**config.mk**
```make
export PLATFORM = sky130hd
export DESIGN_NAME = pgm_port
export DESIGN_NICKNAME = d
export VERILOG_FILES = /design/src/core/pgm_timer_pin.v /design/src/core/pgm_port.v
export VERILOG_INCLUDE_DIRS = /design/src /design/src/core
export SDC_FILE = /design/constraint.sdc
export NUM_CORES = 1
export LEC_CHECK = 0
export BUFFER_PORTS_ARGS = -buffer_cell sky130_fd_sc_hd__clkbuf_2
export CORE_ASPECT_RATIO = 1.2
export CORE_MARGIN = 3
export CORE_UTILIZATION = 44
export DETAILED_ROUTE_END_ITERATION = 10
export PLACE_DENSITY = 0.87
export SYNTH_ARGS = -nofsm -noshare
export SYNTH_HDL_FRONTEND = slang
export SYNTH_SLANG_ARGS = --single-unit
```
**constraint.sdc**
```tcl
create_clock -name clk -period 2 [get_ports clk]
set_input_delay 0.2 -clock clk [delete_from_list [all_inputs] [get_ports clk]]
set_output_delay 0.2 -clock clk [all_outputs]
set_load 0.05 [all_outputs]
```
**src/core/pgm_defs.vh**
```
`ifndef PGM_DEFS_VH
`define PGM_DEFS_VH
`define PGM_ADDR_DIRECTION   16'hfeb1
`define PGM_ADDR_PIN_STATE   16'hff51
`define PGM_ADDR_OUT_LATCH   16'hff61
`define PGM_RST_DIRECTION    8'h00
`define PGM_RST_OUT_LATCH    8'h00
`define PGM_UNDEF_READ       8'hff
`define PGM_CCLR_PWM2_B      2'h2
`define PGM_CCLR_PWM2_A      2'h1
`define PGM_MODE_NORMAL      4'h0
`define PGM_MODE_PWM2        4'h3
`define PGM_TMR_CLR_RESET    2'h3
`endif

```
**src/core/pgm_timer_pin.v**
```verilog
`timescale 1ns/1ps
`default_nettype none
// Output decision of one multi-function timer pin
module pgm_timer_pin (
   input  wire [3:0] mode,
   input  wire [3:0] io_ctl,
   input  wire [1:0] cclr,
   input  wire [1:0] cclr_self,
   output wire       drive
);
`include "pgm_defs.vh"
   wire normal_mode;
   wire cmp_out;
   wire pwm2_out;
   assign normal_mode = (mode == `PGM_MODE_NORMAL) || (mode[3:2] == 2'h1);
   assign cmp_out  = normal_mode && !io_ctl[3] && (io_ctl[1:0] != 2'h0);
   assign pwm2_out = (mode == `PGM_MODE_PWM2) && (io_ctl[1:0] != 2'h0)
                     && (cclr != cclr_self);
   assign drive = cmp_out || pwm2_out;
endmodule
`default_nettype wire

```
**src/core/pgm_port.v**
```verilog
// The strobed register port was chosen for this implementation.
`timescale 1ns/1ps
`default_nettype none
module pgm_port #(
   parameter WIDTH = 8
) (
   input  wire             clk,
   input  wire             rst_b,
   input  wire             hw_standby,
   input  wire             sw_standby,
   input  wire [15:0]      addr,
   input  wire [7:0]       wdata,
   input  wire             wr,
   input  wire             rd,
   output reg  [7:0]       rdata,
   input  wire [WIDTH-1:0] pin_in,
   output reg  [WIDTH-1:0] pin_out,
   output reg  [WIDTH-1:0] pin_oe,
   input  wire [7:0]       pattern_out,
   input  wire [7:0]       next_data_enable_low,
   input  wire [3:0]       ch5_mode,
   input  wire [3:0]       ch5_a_io,
   input  wire [3:0]       ch5_b_io,
   input  wire [1:0]       ch5_cclr,
   input  wire [3:0]       ch4_mode,
   input  wire [3:0]       ch4_a_io,
   input  wire [3:0]       ch4_b_io,
   input  wire [1:0]       ch4_cclr,
   input  wire             timer5_a_out,
   input  wire             timer5_b_out,
   input  wire             timer4_a_out,
   input  wire             timer4_b_out,
   input  wire [3:0]       tmr0_output_select,
   input  wire [3:0]       tmr1_output_select,
   input  wire             tmr0_compare_out,
   input  wire             tmr1_compare_out,
   input  wire [2:0]       tmr1_clock_select,
   input  wire [1:0]       tmr1_counter_clear,
   output reg              timer5_b_capture,
   output reg              timer5_a_capture,
   output reg              timer4_b_capture,
   output reg              timer4_a_capture,
   output reg              tmr1_ext_clock_in,
   output reg              tmr1_reset_in,
   output reg  [WIDTH-1:0] port_in_level
);
`include "pgm_defs.vh"
   reg  [7:0] dir_q;
   reg  [7:0] latch_q;
   reg  [7:0] state_q;
   reg  [7:0] out_d;
   reg  [7:0] oe_d;
   wire [7:0] view;
   wire       drv5b;
   wire       drv5a;
   wire       drv4b;
   wire       drv4a;
   wire       hold;
   wire       cap_mode5;
   wire       cap_mode4;
   integer    i;

   assign hold = sw_standby && !hw_standby;
   assign view = (dir_q & latch_q) | (~dir_q & pin_in[7:0]);
   assign cap_mode5 = (ch5_mode == `PGM_MODE_NORMAL) || (ch5_mode[3:2] == 2'h1);
   assign cap_mode4 = (ch4_mode == `PGM_MODE_NORMAL) || (ch4_mode[3:2] == 2'h1);

   pgm_timer_pin u_p7 (
      .mode      (ch5_mode),
      .io_ctl    (ch5_b_io),
      .cclr      (ch5_cclr),
      .cclr_self (`PGM_CCLR_PWM2_B),
      .drive     (drv5b)
   );
   pgm_timer_pin u_p6 (
      .mode      (ch5_mode),
      .io_ctl    (ch5_a_io),
      .cclr      (ch5_cclr),
      .cclr_self (`PGM_CCLR_PWM2_A),
      .drive     (drv5a)
   );
   pgm_timer_pin u_p5 (
      .mode      (ch4_mode),
      .io_ctl    (ch4_b_io),
      .cclr      (ch4_cclr),
      .cclr_self (`PGM_CCLR_PWM2_B),
      .drive     (drv4b)
   );
   pgm_timer_pin u_p4 (
      .mode      (ch4_mode),
      .io_ctl    (ch4_a_io),
      .cclr      (ch4_cclr),
      .cclr_self (`PGM_CCLR_PWM2_A),
      .drive     (drv4a)
   );

   // Pin multiplexing; no chip mode input takes part
   always @* begin
      for (i = 0; i < 8; i = i + 1) begin
         oe_d[i]  = dir_q[i];
         out_d[i] = next_data_enable_low[i] ? pattern_out[i] : latch_q[i];
      end
      if (drv4a) begin
         oe_d[4]  = 1'b1;
         out_d[4] = timer4_a_out;
      end
      if (drv4b) begin
         oe_d[5]  = 1'b1;
         out_d[5] = timer4_b_out;
      end
      if (drv5a) begin
         oe_d[6]  = 1'b1;
         out_d[6] = timer5_a_out;
      end
      if (drv5b) begin
         oe_d[7]  = 1'b1;
         out_d[7] = timer5_b_out;
      end
      if (tmr0_output_select != 4'h0) begin
         oe_d[6]  = 1'b1;
         out_d[6] = tmr0_compare_out;
      end
      if (tmr1_output_select != 4'h0) begin
         oe_d[7]  = 1'b1;
         out_d[7] = tmr1_compare_out;
      end
   end

   always @(posedge clk) begin
      if (!rst_b || hw_standby) begin
         dir_q   <= `PGM_RST_DIRECTION;
         latch_q <= `PGM_RST_OUT_LATCH;
      end else if (wr && !hold) begin
         if (addr == `PGM_ADDR_DIRECTION)
            dir_q <= wdata;
         if (addr == `PGM_ADDR_OUT_LATCH)
            latch_q <= wdata;
      end
   end

   // Pin-state view tracks pins except while in software standby without hardware standby
   always @(posedge clk) begin
      if (!rst_b) begin
         state_q <= 8'h00;
      end else if (!hold) begin
         state_q <= view;
      end
   end

   always @(posedge clk) begin
      if (!rst_b) begin
         rdata <= 8'h00;
      end else if (rd) begin
         case (addr)
            `PGM_ADDR_DIRECTION: rdata <= `PGM_UNDEF_READ;
            `PGM_ADDR_OUT_LATCH: rdata <= latch_q;
            `PGM_ADDR_PIN_STATE: rdata <= hold ? state_q : view;
            default:             rdata <= 8'h00;
         endcase
      end else begin
         rdata <= 8'h00;
      end
   end

   always @(posedge clk) begin
      if (!rst_b) begin
         pin_out           <= {WIDTH{1'b0}};
         pin_oe            <= {WIDTH{1'b0}};
         port_in_level     <= {WIDTH{1'b0}};
         timer5_b_capture  <= 1'b0;
         timer5_a_capture  <= 1'b0;
         timer4_b_capture  <= 1'b0;
         timer4_a_capture  <= 1'b0;
         tmr1_ext_clock_in <= 1'b0;
         tmr1_reset_in     <= 1'b0;
      end else begin
         pin_out          <= out_d;
         pin_oe           <= oe_d;
         port_in_level    <= pin_in;
         timer5_b_capture <= cap_mode5 && ch5_b_io[3] && pin_in[7];
         timer5_a_capture <= cap_mode5 && ch5_a_io[3] && pin_in[6];
         timer4_b_capture <= cap_mode4 && (ch4_b_io[3:2] == 2'h2)
                             && pin_in[5];
         timer4_a_capture <= cap_mode4 && (ch4_a_io[3:2] == 2'h2)
                             && pin_in[4];
         tmr1_ext_clock_in <= tmr1_clock_select[2] && pin_in[5];
         tmr1_reset_in    <= (tmr1_counter_clear == `PGM_TMR_CLR_RESET)
                             && pin_in[4];
      end
   end
endmodule
`default_nettype wire

```
Word level (Yosys, flattened, before mapping)
Index checks and enable logic that the tools add are counted.
{ "word_totals": {"register_bits": 62, "inputBits": 101, "out_inout_bits": 38, "wordCells": 106} }
{ "classes": {"eq_ne": 14, "muxes": 22, "bitwise_logic": 4, "n_reduce_logical": 53} }
{ "op_table": {"columns": ["op", "count"], "rows": [
  ["equality test 16 bit (second input constant)", 3],
  ["logical AND 1 bit", 28],
  ["case mux 8 bit (3 select lines)", 1],
  ["two-way mux 1 bit", 20],
  ["AND 8 bit", 2],
  ["equality test 4 x 2 -> 1 bit (second input constant)", 2],
  ["zero test 4 bit", 2],
  ["two-way mux 8 bit", 1],
  ["NOT 8 bit", 1],
  ["bitwise OR 8 bit", 1],
  ["nonzero test 2 bit", 4],
  ["nonzero test 4 bit", 2],
  ["zero test 1 bit", 7],
  ["logical OR 1 bit", 7],
  ["equality test 2 bit (second input constant)", 3],
  ["AND reduction 2 bit", 3],
  ["equality test 2 x 1 -> 1 bit (second input constant)", 2],
  ["inequality test 2 x 1 -> 1 bit (second input constant)", 2],
  ["inequality test 2 bit (second input constant)", 2]
]} }

Longest topological paths before layout
Gate-level depths: netlist (run 1).
{ "logic_depth": {"word_depth": 7, "depth_mapped": 6, "mapped_depth_nobuf": 4} }

By module
A second synthesis (run 1) with hierarchy kept.
{ "unflattened": {"cells_unflattened": 259, "area_unflattened_um2": 2593.7} }
{ "modules_own_cells": {"columns": ["mod", "n_inst", "cells_per_inst", "area_per_inst_um2", "seq_area_each_um2"], "rows": [
  ["pgm_port", 1, 227, 2363.5, 1241.2],
  ["pgm_timer_pin", 4, 8, 57.6, 0.0]
]} }

Least setup slack after synthesis (run 1)
No wires, ideal clock.
{ "synth_timing": {"path_type": "input -> register", "start": "input addr[1]", "end": "register dir_q[0]", "setup_ns": 0.072, "t_arrival_ns": 1.359, "required_time_ns": 1.928, "path_slack_ns": 0.569, "stages": 4, "n_path_buf": 0, "cell_sequence": "nor4b_4 -> nand4_2 -> nor4_4 -> mux2i_1"} }
{ "synth_between": {"elab_chain_len": 2} }
{ "synth_lines": {"columns": ["item", "line", "source"], "rows": [
  ["from (decl)", "pgm_port.v:11", "input wire [15:0] addr,"],
  ["equality test 16 bit", null, null],
  ["AND reduction 2 bit (no source line)", null, null],
  ["to (signal assigned)", "pgm_port.v:131", "dir_q <= `PGM_RST_DIRECTION;"],
  ["to (signal assigned)", "pgm_port.v:135", "dir_q <= wdata;"],
  ["to (decl)", "pgm_port.v:48", "reg [7:0] dir_q;"]
]} }
No other way between the ends.
A chain may end at the register's enable or synchronous reset.

Worst setup path after layout (run 1)
{ "layout_timing": {"start": "input addr[1]", "end": "register latch_q[5]"} }
{ "layout_between": {"elab_chain_len": 2} }
{ "layout_lines": {"columns": ["item", "line", "source"], "rows": [
  ["equality test 16 bit", null, null],
  ["AND reduction 2 bit (no source line)", null, null],
  ["to (signal assigned)", "pgm_port.v:132", "latch_q <= `PGM_RST_OUT_LATCH;"],
  ["to (signal assigned)", "pgm_port.v:137", "latch_q <= wdata;"],
  ["to (decl)", "pgm_port.v:49", "reg [7:0] latch_q;"]
]} }
No other way between the ends.

==> impl_metrics.tcl, run 1 <==
set metrics [dict create \
    report.power.total_mw 2.55 \
    crit_family "simple AND/OR/NAND/NOR gates" \
    cp.buffers_inverters 1 \
    hold_path_class "in2reg" \
    status "complete, no violations" \
    synth-warning-count 0 \
    number_of_flops_mapped_to_enable_cells_by_yosys 0 \
    drv.max_cap_violation_count 0 \
    syn-cell-area_um2 2490 \
    timing.final.hold_violations 0 \
    min_period_ns 1.25 \
    static_leakage_nw 1.66 \
    grt_antenna_before_repair 0 \
    startpoint "addr[1]" \
    worst_pin_slew_ns 0.537 \
    initialDrtViolationCount 94 \
    layout.filler_cells 459 \
    synth_fp_nets 350 \
    part_of_the_total_power_dissipated_in_combinational_logic_pct 13.3 \
    grt_pass1_vias 2169 \
    worstSetupEndpoint "latch_q[5]$_SDFFE_PP0P_" \
    hold_start "pin_in[2]" \
    antenna_violating_nets_post_route 0 \
    classification_of_the_worst_setup_path "in2reg" \
    wl_um 6470 \
    floorplan.die.height_um 88.5 \
    drt-pass1-iter-count 4 \
    cell_internal_pwr_mw 1.89 \
    cts_tree "done" \
    critical_path_cell_count 5 \
    vias 2323 \
    synth_seq_cells 62 \
    area_growth_pct 38.0 \
    global_route_total_overflow 0 \
    antenna_cells_inserted 0 \
    insertion_delay_ns 0.33 \
    die_width_um 74.7 \
    synthCells 249 \
    crit_path_top_delay_cell "nand2_1" \
    switching_share_pct 26.1 \
    pre_cts_ws_ns 0.401 \
    postLayoutSetupSlackWorst_ns 0.752 \
    standard_cell_core_area_um2 5370 \
    power_density_nw_per_um2 742 \
    critical_path.max_stage_delay_ns 0.33 \
    number_of_buffers_created_by_cts 9 \
    grt_use_total_pct 18.8 \
    clkTransAtPathRegs_ns 0.07 \
    ff2ff_setup_slack_ns 0.89 \
    synthMostInstantiatedCell "dfxtp_1" \
    timing.final.crit_share_pct 62.4 \
    clk_root_buffer_cell "clkbuf_8" \
    switchingPower_mw 0.665 \
    hpwlAfterDp_um 5010 \
    synth_area_per_cell_um2 10.0 \
    ys_async_sr_fraction_pct 0 \
    worst_slew_margin_rel_pct 64.1 \
    gp_congestion 0.700 \
    post-route-drc-count 0 \
    floorplan.io_pins 139 \
    drive_gt1_share_pct 42.4 \
    synth_top_area_share_pct 49.8 \
    effective_utilization_at_floorplan_pct 46.4 \
    cts_setup_buffers 0 \
    fin_nets 495 \
    avgRoutedWirePerCell_um 14.0 \
    yosysSeqAreaShare_pct 49.8 \
    cp-end-kind "flop" \
    post_synth_main_area_contributors "dfxtp_1, mux2i_1, and2_1" \
    post_cts_hold_buffer_count 0 \
    tritoncts_num_sinks 62 \
    cts.path.max_buffers 2 \
    portBuffers 134 \
    max_clock_freq_mhz 802 \
    worstPathCellList "clkbuf_2, nor4b_4, and4b_2, nand2_1, mux2i_1" \
    grt_first_pass_wirelength_um 9310 \
    post_cts_resized 0 \
    yosys-top-cells-count "dfxtp_1, nand2_1, mux2i_1" \
    cts.htree.levels 3 \
    startpoint_class "primary input" \
    worst_ir_drop_vdd_mv 0.468 \
    setup-tns-final_ns 0 \
    synth_flop_cell "dfxtp_1" \
    finalClockSkew_ns 0.00993 \
    rsz0062_at_grt "no" \
    critPathMaxFanout 8 \
    routed_via_density 5.04 \
    num_rows 29 \
    synth.largest_area_cell "dfxtp_1" \
    reg_to_reg_start "dir_q[5]$_SDFFE_PP0P_" \
    grt_max_degree 23 \
    power.clock.fraction_pct 36.7 \
    synth_cell_types 39 \
    worstRegToRegCells 3 \
    timing.final.setup_violations 0 \
    data_required_time_of_the_worst_path_ns 2.19 \
    power_frac_seq_pct 50.0 \
    worstReg2RegEnd "rdata[5]$_SDFF_PN0_" \
    arrival_time_worst_endpoint_ns 1.44 \
    max_slew_vio_count 0 \
    dieArea_um2 6610 \
]
==> state kept, by name (all words and copies together) (netlist names) <==
register	cells
dir_q	8
state_q	8
tmr1_ext_clock_in	1
latch_q	8
timer5_a_capture	1
timer4_a_capture	1
port_in_level	8
pin_oe	8
timer4_b_capture	1
timer5_b_capture	1
rdata	8
tmr1_reset_in	1
pin_out	8
==> worst min-delay path by stage <==
stage	endpoint	slack, ns	cells after the start
finish	port_in_level[2]$_SDFF_PN0_	0.09	2
global route	port_in_level[2]$_SDFF_PN0_	0.09	2
floorplan	timer4_a_capture$_SDFF_PN0_	0.28	1
global placement	port_in_level[1]$_SDFF_PN0_	0.42	2
CTS	port_in_level[2]$_SDFF_PN0_	0.08	2
detailed placement	port_in_level[0]$_SDFF_PN0_	0.43	2
==> placed cells by master, fill, tap and decap left out, types with 3 or more instances in the layout <==
master / netlist / routed
clkbuf_8: 0 / 10
clkinv_2: 0 / 3
dfxtp_1: 62 / 62
and2_1: 23 / 23
nor3_1: 5 / 5
clkbuf_2: 0 / 134
mux2i_1: 30 / 30
a221o_1: 8 / 8
nand3_1: 3 / 3
inv_1: 3 / 3
or2_2: 4 / 4
buf_4: 0 / 8
nor2b_1: 7 / 7
o21ai_0: 10 / 10
nand2_1: 37 / 37
nor2_1: 11 / 10
and3_1: 4 / 4
==> power by group through the flow <==
stage / logic [mW] / clock network (mW) / registers, mW
2_1_floorplan: 0.102 / 0 / 1.39
3_3_place_gp: 0.333 / 0 / 1.30
3_5_place_dp: 0.341 / 0 / 1.30
4_1_cts: 0.342 / 0.956 / 1.28
5_1_grt: 0.369 / 1.02 / 1.28
6_report: 0.339 / 0.936 / 1.28
==> area by class of cell <==
type | count | area, um2 | area share (%)
Inverter | 4 | 15.0 | 0.436
Sequential cell | 62 | 1240 | 36.1
Clock inverter | 4 | 22.5 | 0.655
Timing Repair Buffer | 142 | 731 | 21.2
Multi-Input combinational cell | 175 | 1210 | 35.1
Clock buffer | 12 | 145 | 4.22
Tap cell | 62 | 77.6 | 2.25
==> per-stage QoR <==
stage                     instances  hold WS (ns)  cell area, um2  utilization (%)
final                           461        0.0860            3440             64.1
after global routing            461        0.0888            3440             64.1
after floorplan                 249         0.277            2490                -
after global placement          445         0.423            3270             61.0
after CTS                       461        0.0797            3440             64.1
after detailed placement        445         0.429            3270             61.0
==> cells by family after synthesis <==
group                  share of synthesized area (%)
buffers and inverters                           1.86
DFF                                             49.8
muxes                                           12.0
and+or+nand+nor                                 25.6
AOI/OAI and AO/OA                               10.7
==> metal layers <==
metal / routed length [um] / part of all wire [%] / GRT usage, % / up-vias
met1: 2530 / 39 / 18.6 / 1063
met5: 0 / 0 / 0 / -
li1: - / - / - / 1177
met2: 3460 / 53 / 36.0 / 78
met4: 55 / 0.85 / 7.28 / 0
met3: 420 / 6.5 / 5.68 / 5
No activity file was read; power rests on OpenSTA's default activity.
==> run 2, diff against run 1 <==
==> constraint.sdc (replaced) <==
create_clock -name clk -period 1.3 [get_ports clk]
set_input_delay 0.13 -clock clk [delete_from_list [all_inputs] [get_ports clk]]
set_output_delay 0.13 -clock clk [all_outputs]
set_load 0.05 [all_outputs]
==> run 2 against run 1 <==
Effect of this change:
- the flow now finishes with violations (negative setup slack)
- largest power group unchanged
- clock power rose by 100%
- clock-buffer cell count shrank 2
- highest routed layer unchanged
- critical path type unchanged
- via count is 3.4% higher
- critical path depth increased by 1
- flip-flop and latch count unchanged
- cell count is 1.7% higher
- critical endpoint is now pin_out[5]$_SDFF_PN0_
- hold slack got worse by 0.075 ns
- first-iteration DRC count is 16% lower
==> impl_metrics.tcl, run 2 (synthesis gave the netlist of run 1 again) <==
set metrics [dict create \
    status "finished, violations left" \
    violations "negative setup slack" \
    max_slew_vio_count 0 \
    clkTransAtPathRegs_ns 0.07 \
    setup-tns-final_ns -0.00789 \
    clk_root_buffer_cell "clkbuf_8" \
    worst_pin_slew_ns 0.348 \
    arrival_time_worst_endpoint_ns 1.53 \
    power_density_nw_per_um2 1210 \
    worst_slew_margin_rel_pct 76.8 \
    post-route-drc-count 0 \
    grt_antenna_before_repair 0 \
    drt-pass1-iter-count 4 \
    cts_tree "done" \
    worst_ir_drop_vdd_mv 0.821 \
    area_growth_pct 46.3 \
    power_frac_seq_pct 44.5 \
    drv.max_cap_violation_count 0 \
    dieArea_um2 6610 \
    min_period_ns 1.31 \
    antenna_violating_nets_post_route 0 \
    global_route_total_overflow 0 \
    standard_cell_core_area_um2 5370 \
    die_width_um 74.7 \
    max_clock_freq_mhz 765 \
    final_common_cell "clkbuf_2" \
    finalNonFillerCells 469 \
    layout.filler_cells 416 \
    timing.final.setup_violations 1 \
    antenna_cells_inserted 0 \
    floorplan.die.height_um 88.5 \
    hpwlAfterDp_um 5090 \
    portBuffers 134 \
    num_rows 29 \
    wl_um 6920 \
    hold_path_class "in2reg" \
    dp_cells 451 \
    number_of_buffers_created_by_cts 9 \
    grt_pass1_vias 2230 \
    startpoint_class "primary input" \
    wl_met3_um 498 \
    postLayoutCoreUtil_pct 67.9 \
    routed_via_density 5.12 \
    critPathMaxFanout 5 \
    postLayoutSetupSlackWorst_ns -0.00789 \
    classification_of_the_worst_setup_path "in2reg" \
    floorplan.io_pins 139 \
    fin_nets 503 \
    power.clock.fraction_pct 42.5 \
    routedLengthMet1_um 2670 \
    gp_congestion 0.727 \
    cell_internal_pwr_mw 3.32 \
    timing.final.hold_violations 0 \
    top_layer "met4" \
    drive_gt1_share_pct 45.0 \
    route.met2.wl_um 3640 \
    vias 2403 \
    effective_utilization_at_floorplan_pct 46.4 \
    avgRoutedWirePerCell_um 14.8 \
    layout.cell_area.non_filler_um2 3650 \
    grt_first_pass_wirelength_um 9760 \
    finalClockSkew_ns 0.00571 \
    cts.htree.levels 3 \
    static_leakage_nw 1.74 \
    timing.final.crit_share_pct 101 \
    tritoncts_num_sinks 62 \
    cp-end-kind "flop" \
    switching_share_pct 24.8 \
    switchingPower_mw 1.09 \
    layout_common_cells "clkbuf_2, dfxtp_1, nand2_1" \
    insertion_delay_ns 0.34 \
    placed_instance_area_um2 3330 \
    data_required_time_of_the_worst_path_ns 1.52 \
    grt_max_degree 29 \
    cts.path.max_buffers 2 \
    part_of_the_total_power_dissipated_in_combinational_logic_pct 12.9 \
    grt_use_total_pct 20.0 \
    hold_ws_ns 0.0115 \
    initialDrtViolationCount 79 \
]
==> run 2: cell count changes in the layout (fill, tap and decap cells not counted), sizes merged <==
cell | previous run | this run
clkbuf | 146 | 143
clkinvlp | 1 | 2
buf | 8 | 15
bufinv | 0 | 2
clkinv | 4 | 3
dlygate4sd3 | 0 | 2
==> run 2: final timing paths <==
kind	start	endpoint	slack, ns	depth (start not counted)
hold / removal	pin_in[1]	port_in_level[1]$_SDFF_PN0_	0.01	2
hold reg to reg	dir_q[2]$_SDFFE_PP0P_	dir_q[2]$_SDFFE_PP0P_	0.48	2
setup reg to reg	dir_q[4]$_SDFFE_PP0P_	rdata[4]$_SDFF_PN0_	0.18	3
setup / recovery	ch4_mode[3]	pin_out[5]$_SDFF_PN0_	-0.008	6
==> run 2: critical path: stages <==
cell	delay, ns
dlygate4sd3_1	0.56
buf_6	0.15
nand4bb_4	0.26
o32ai_4	0.15
and2_4	0.20
a211oi_2	0.06
==> run 2: layout make-up <==
type | instances | area (um2) | area share, %
inverters | 4 | 15.0 | 0.412
repair buffers | 150 | 815 | 22.3
multi-input cells | 175 | 1280 | 35.0
clock inverters | 6 | 85.1 | 2.33
flip-flops and latches | 62 | 1240 | 34.0
clock buffers | 10 | 138 | 3.77
well taps | 62 | 77.6 | 2.13
==> run 2: stage by stage <==
| stage | setup WS (ns) | power (mW) |
|---|---|---|
| after floorplan | -0.0608 | 2.29 |
| after global placement | -0.112 | 2.53 |
| after detailed placement | -0.172 | 2.54 |
| after CTS | 0.0209 | 4.42 |
| after global routing | -0.0232 | 4.59 |
| final | -0.00789 | 4.41 |
==> run 2: power groups by stage <==
stage                     logic [mW]  registers [mW]  clock network [mW]
after CTS                      0.539            1.96                1.92
after global placement         0.520            2.01                   0
after floorplan                0.158            2.14                   0
final                          0.569            1.96                1.88
after detailed placement       0.531            2.01                   0
after global routing           0.613            1.97                2.01
==> run 2: timing repair <==
action	CTS	global route
setup buffers	0	0
hold endpoints to repair	2	0
resized for setup	0	12
hold buffers	2	0
endpoints found under the setup margin	0	4
==> run 2: per-layer routing <==
metal | up-vias | track usage, %
li1 | 1196 | -
met1 | 1097 | 21.3
met2 | 100 | 35.7
met3 | 10 | 7.39
met4 | 0 | 7.28
met5 | - | 0
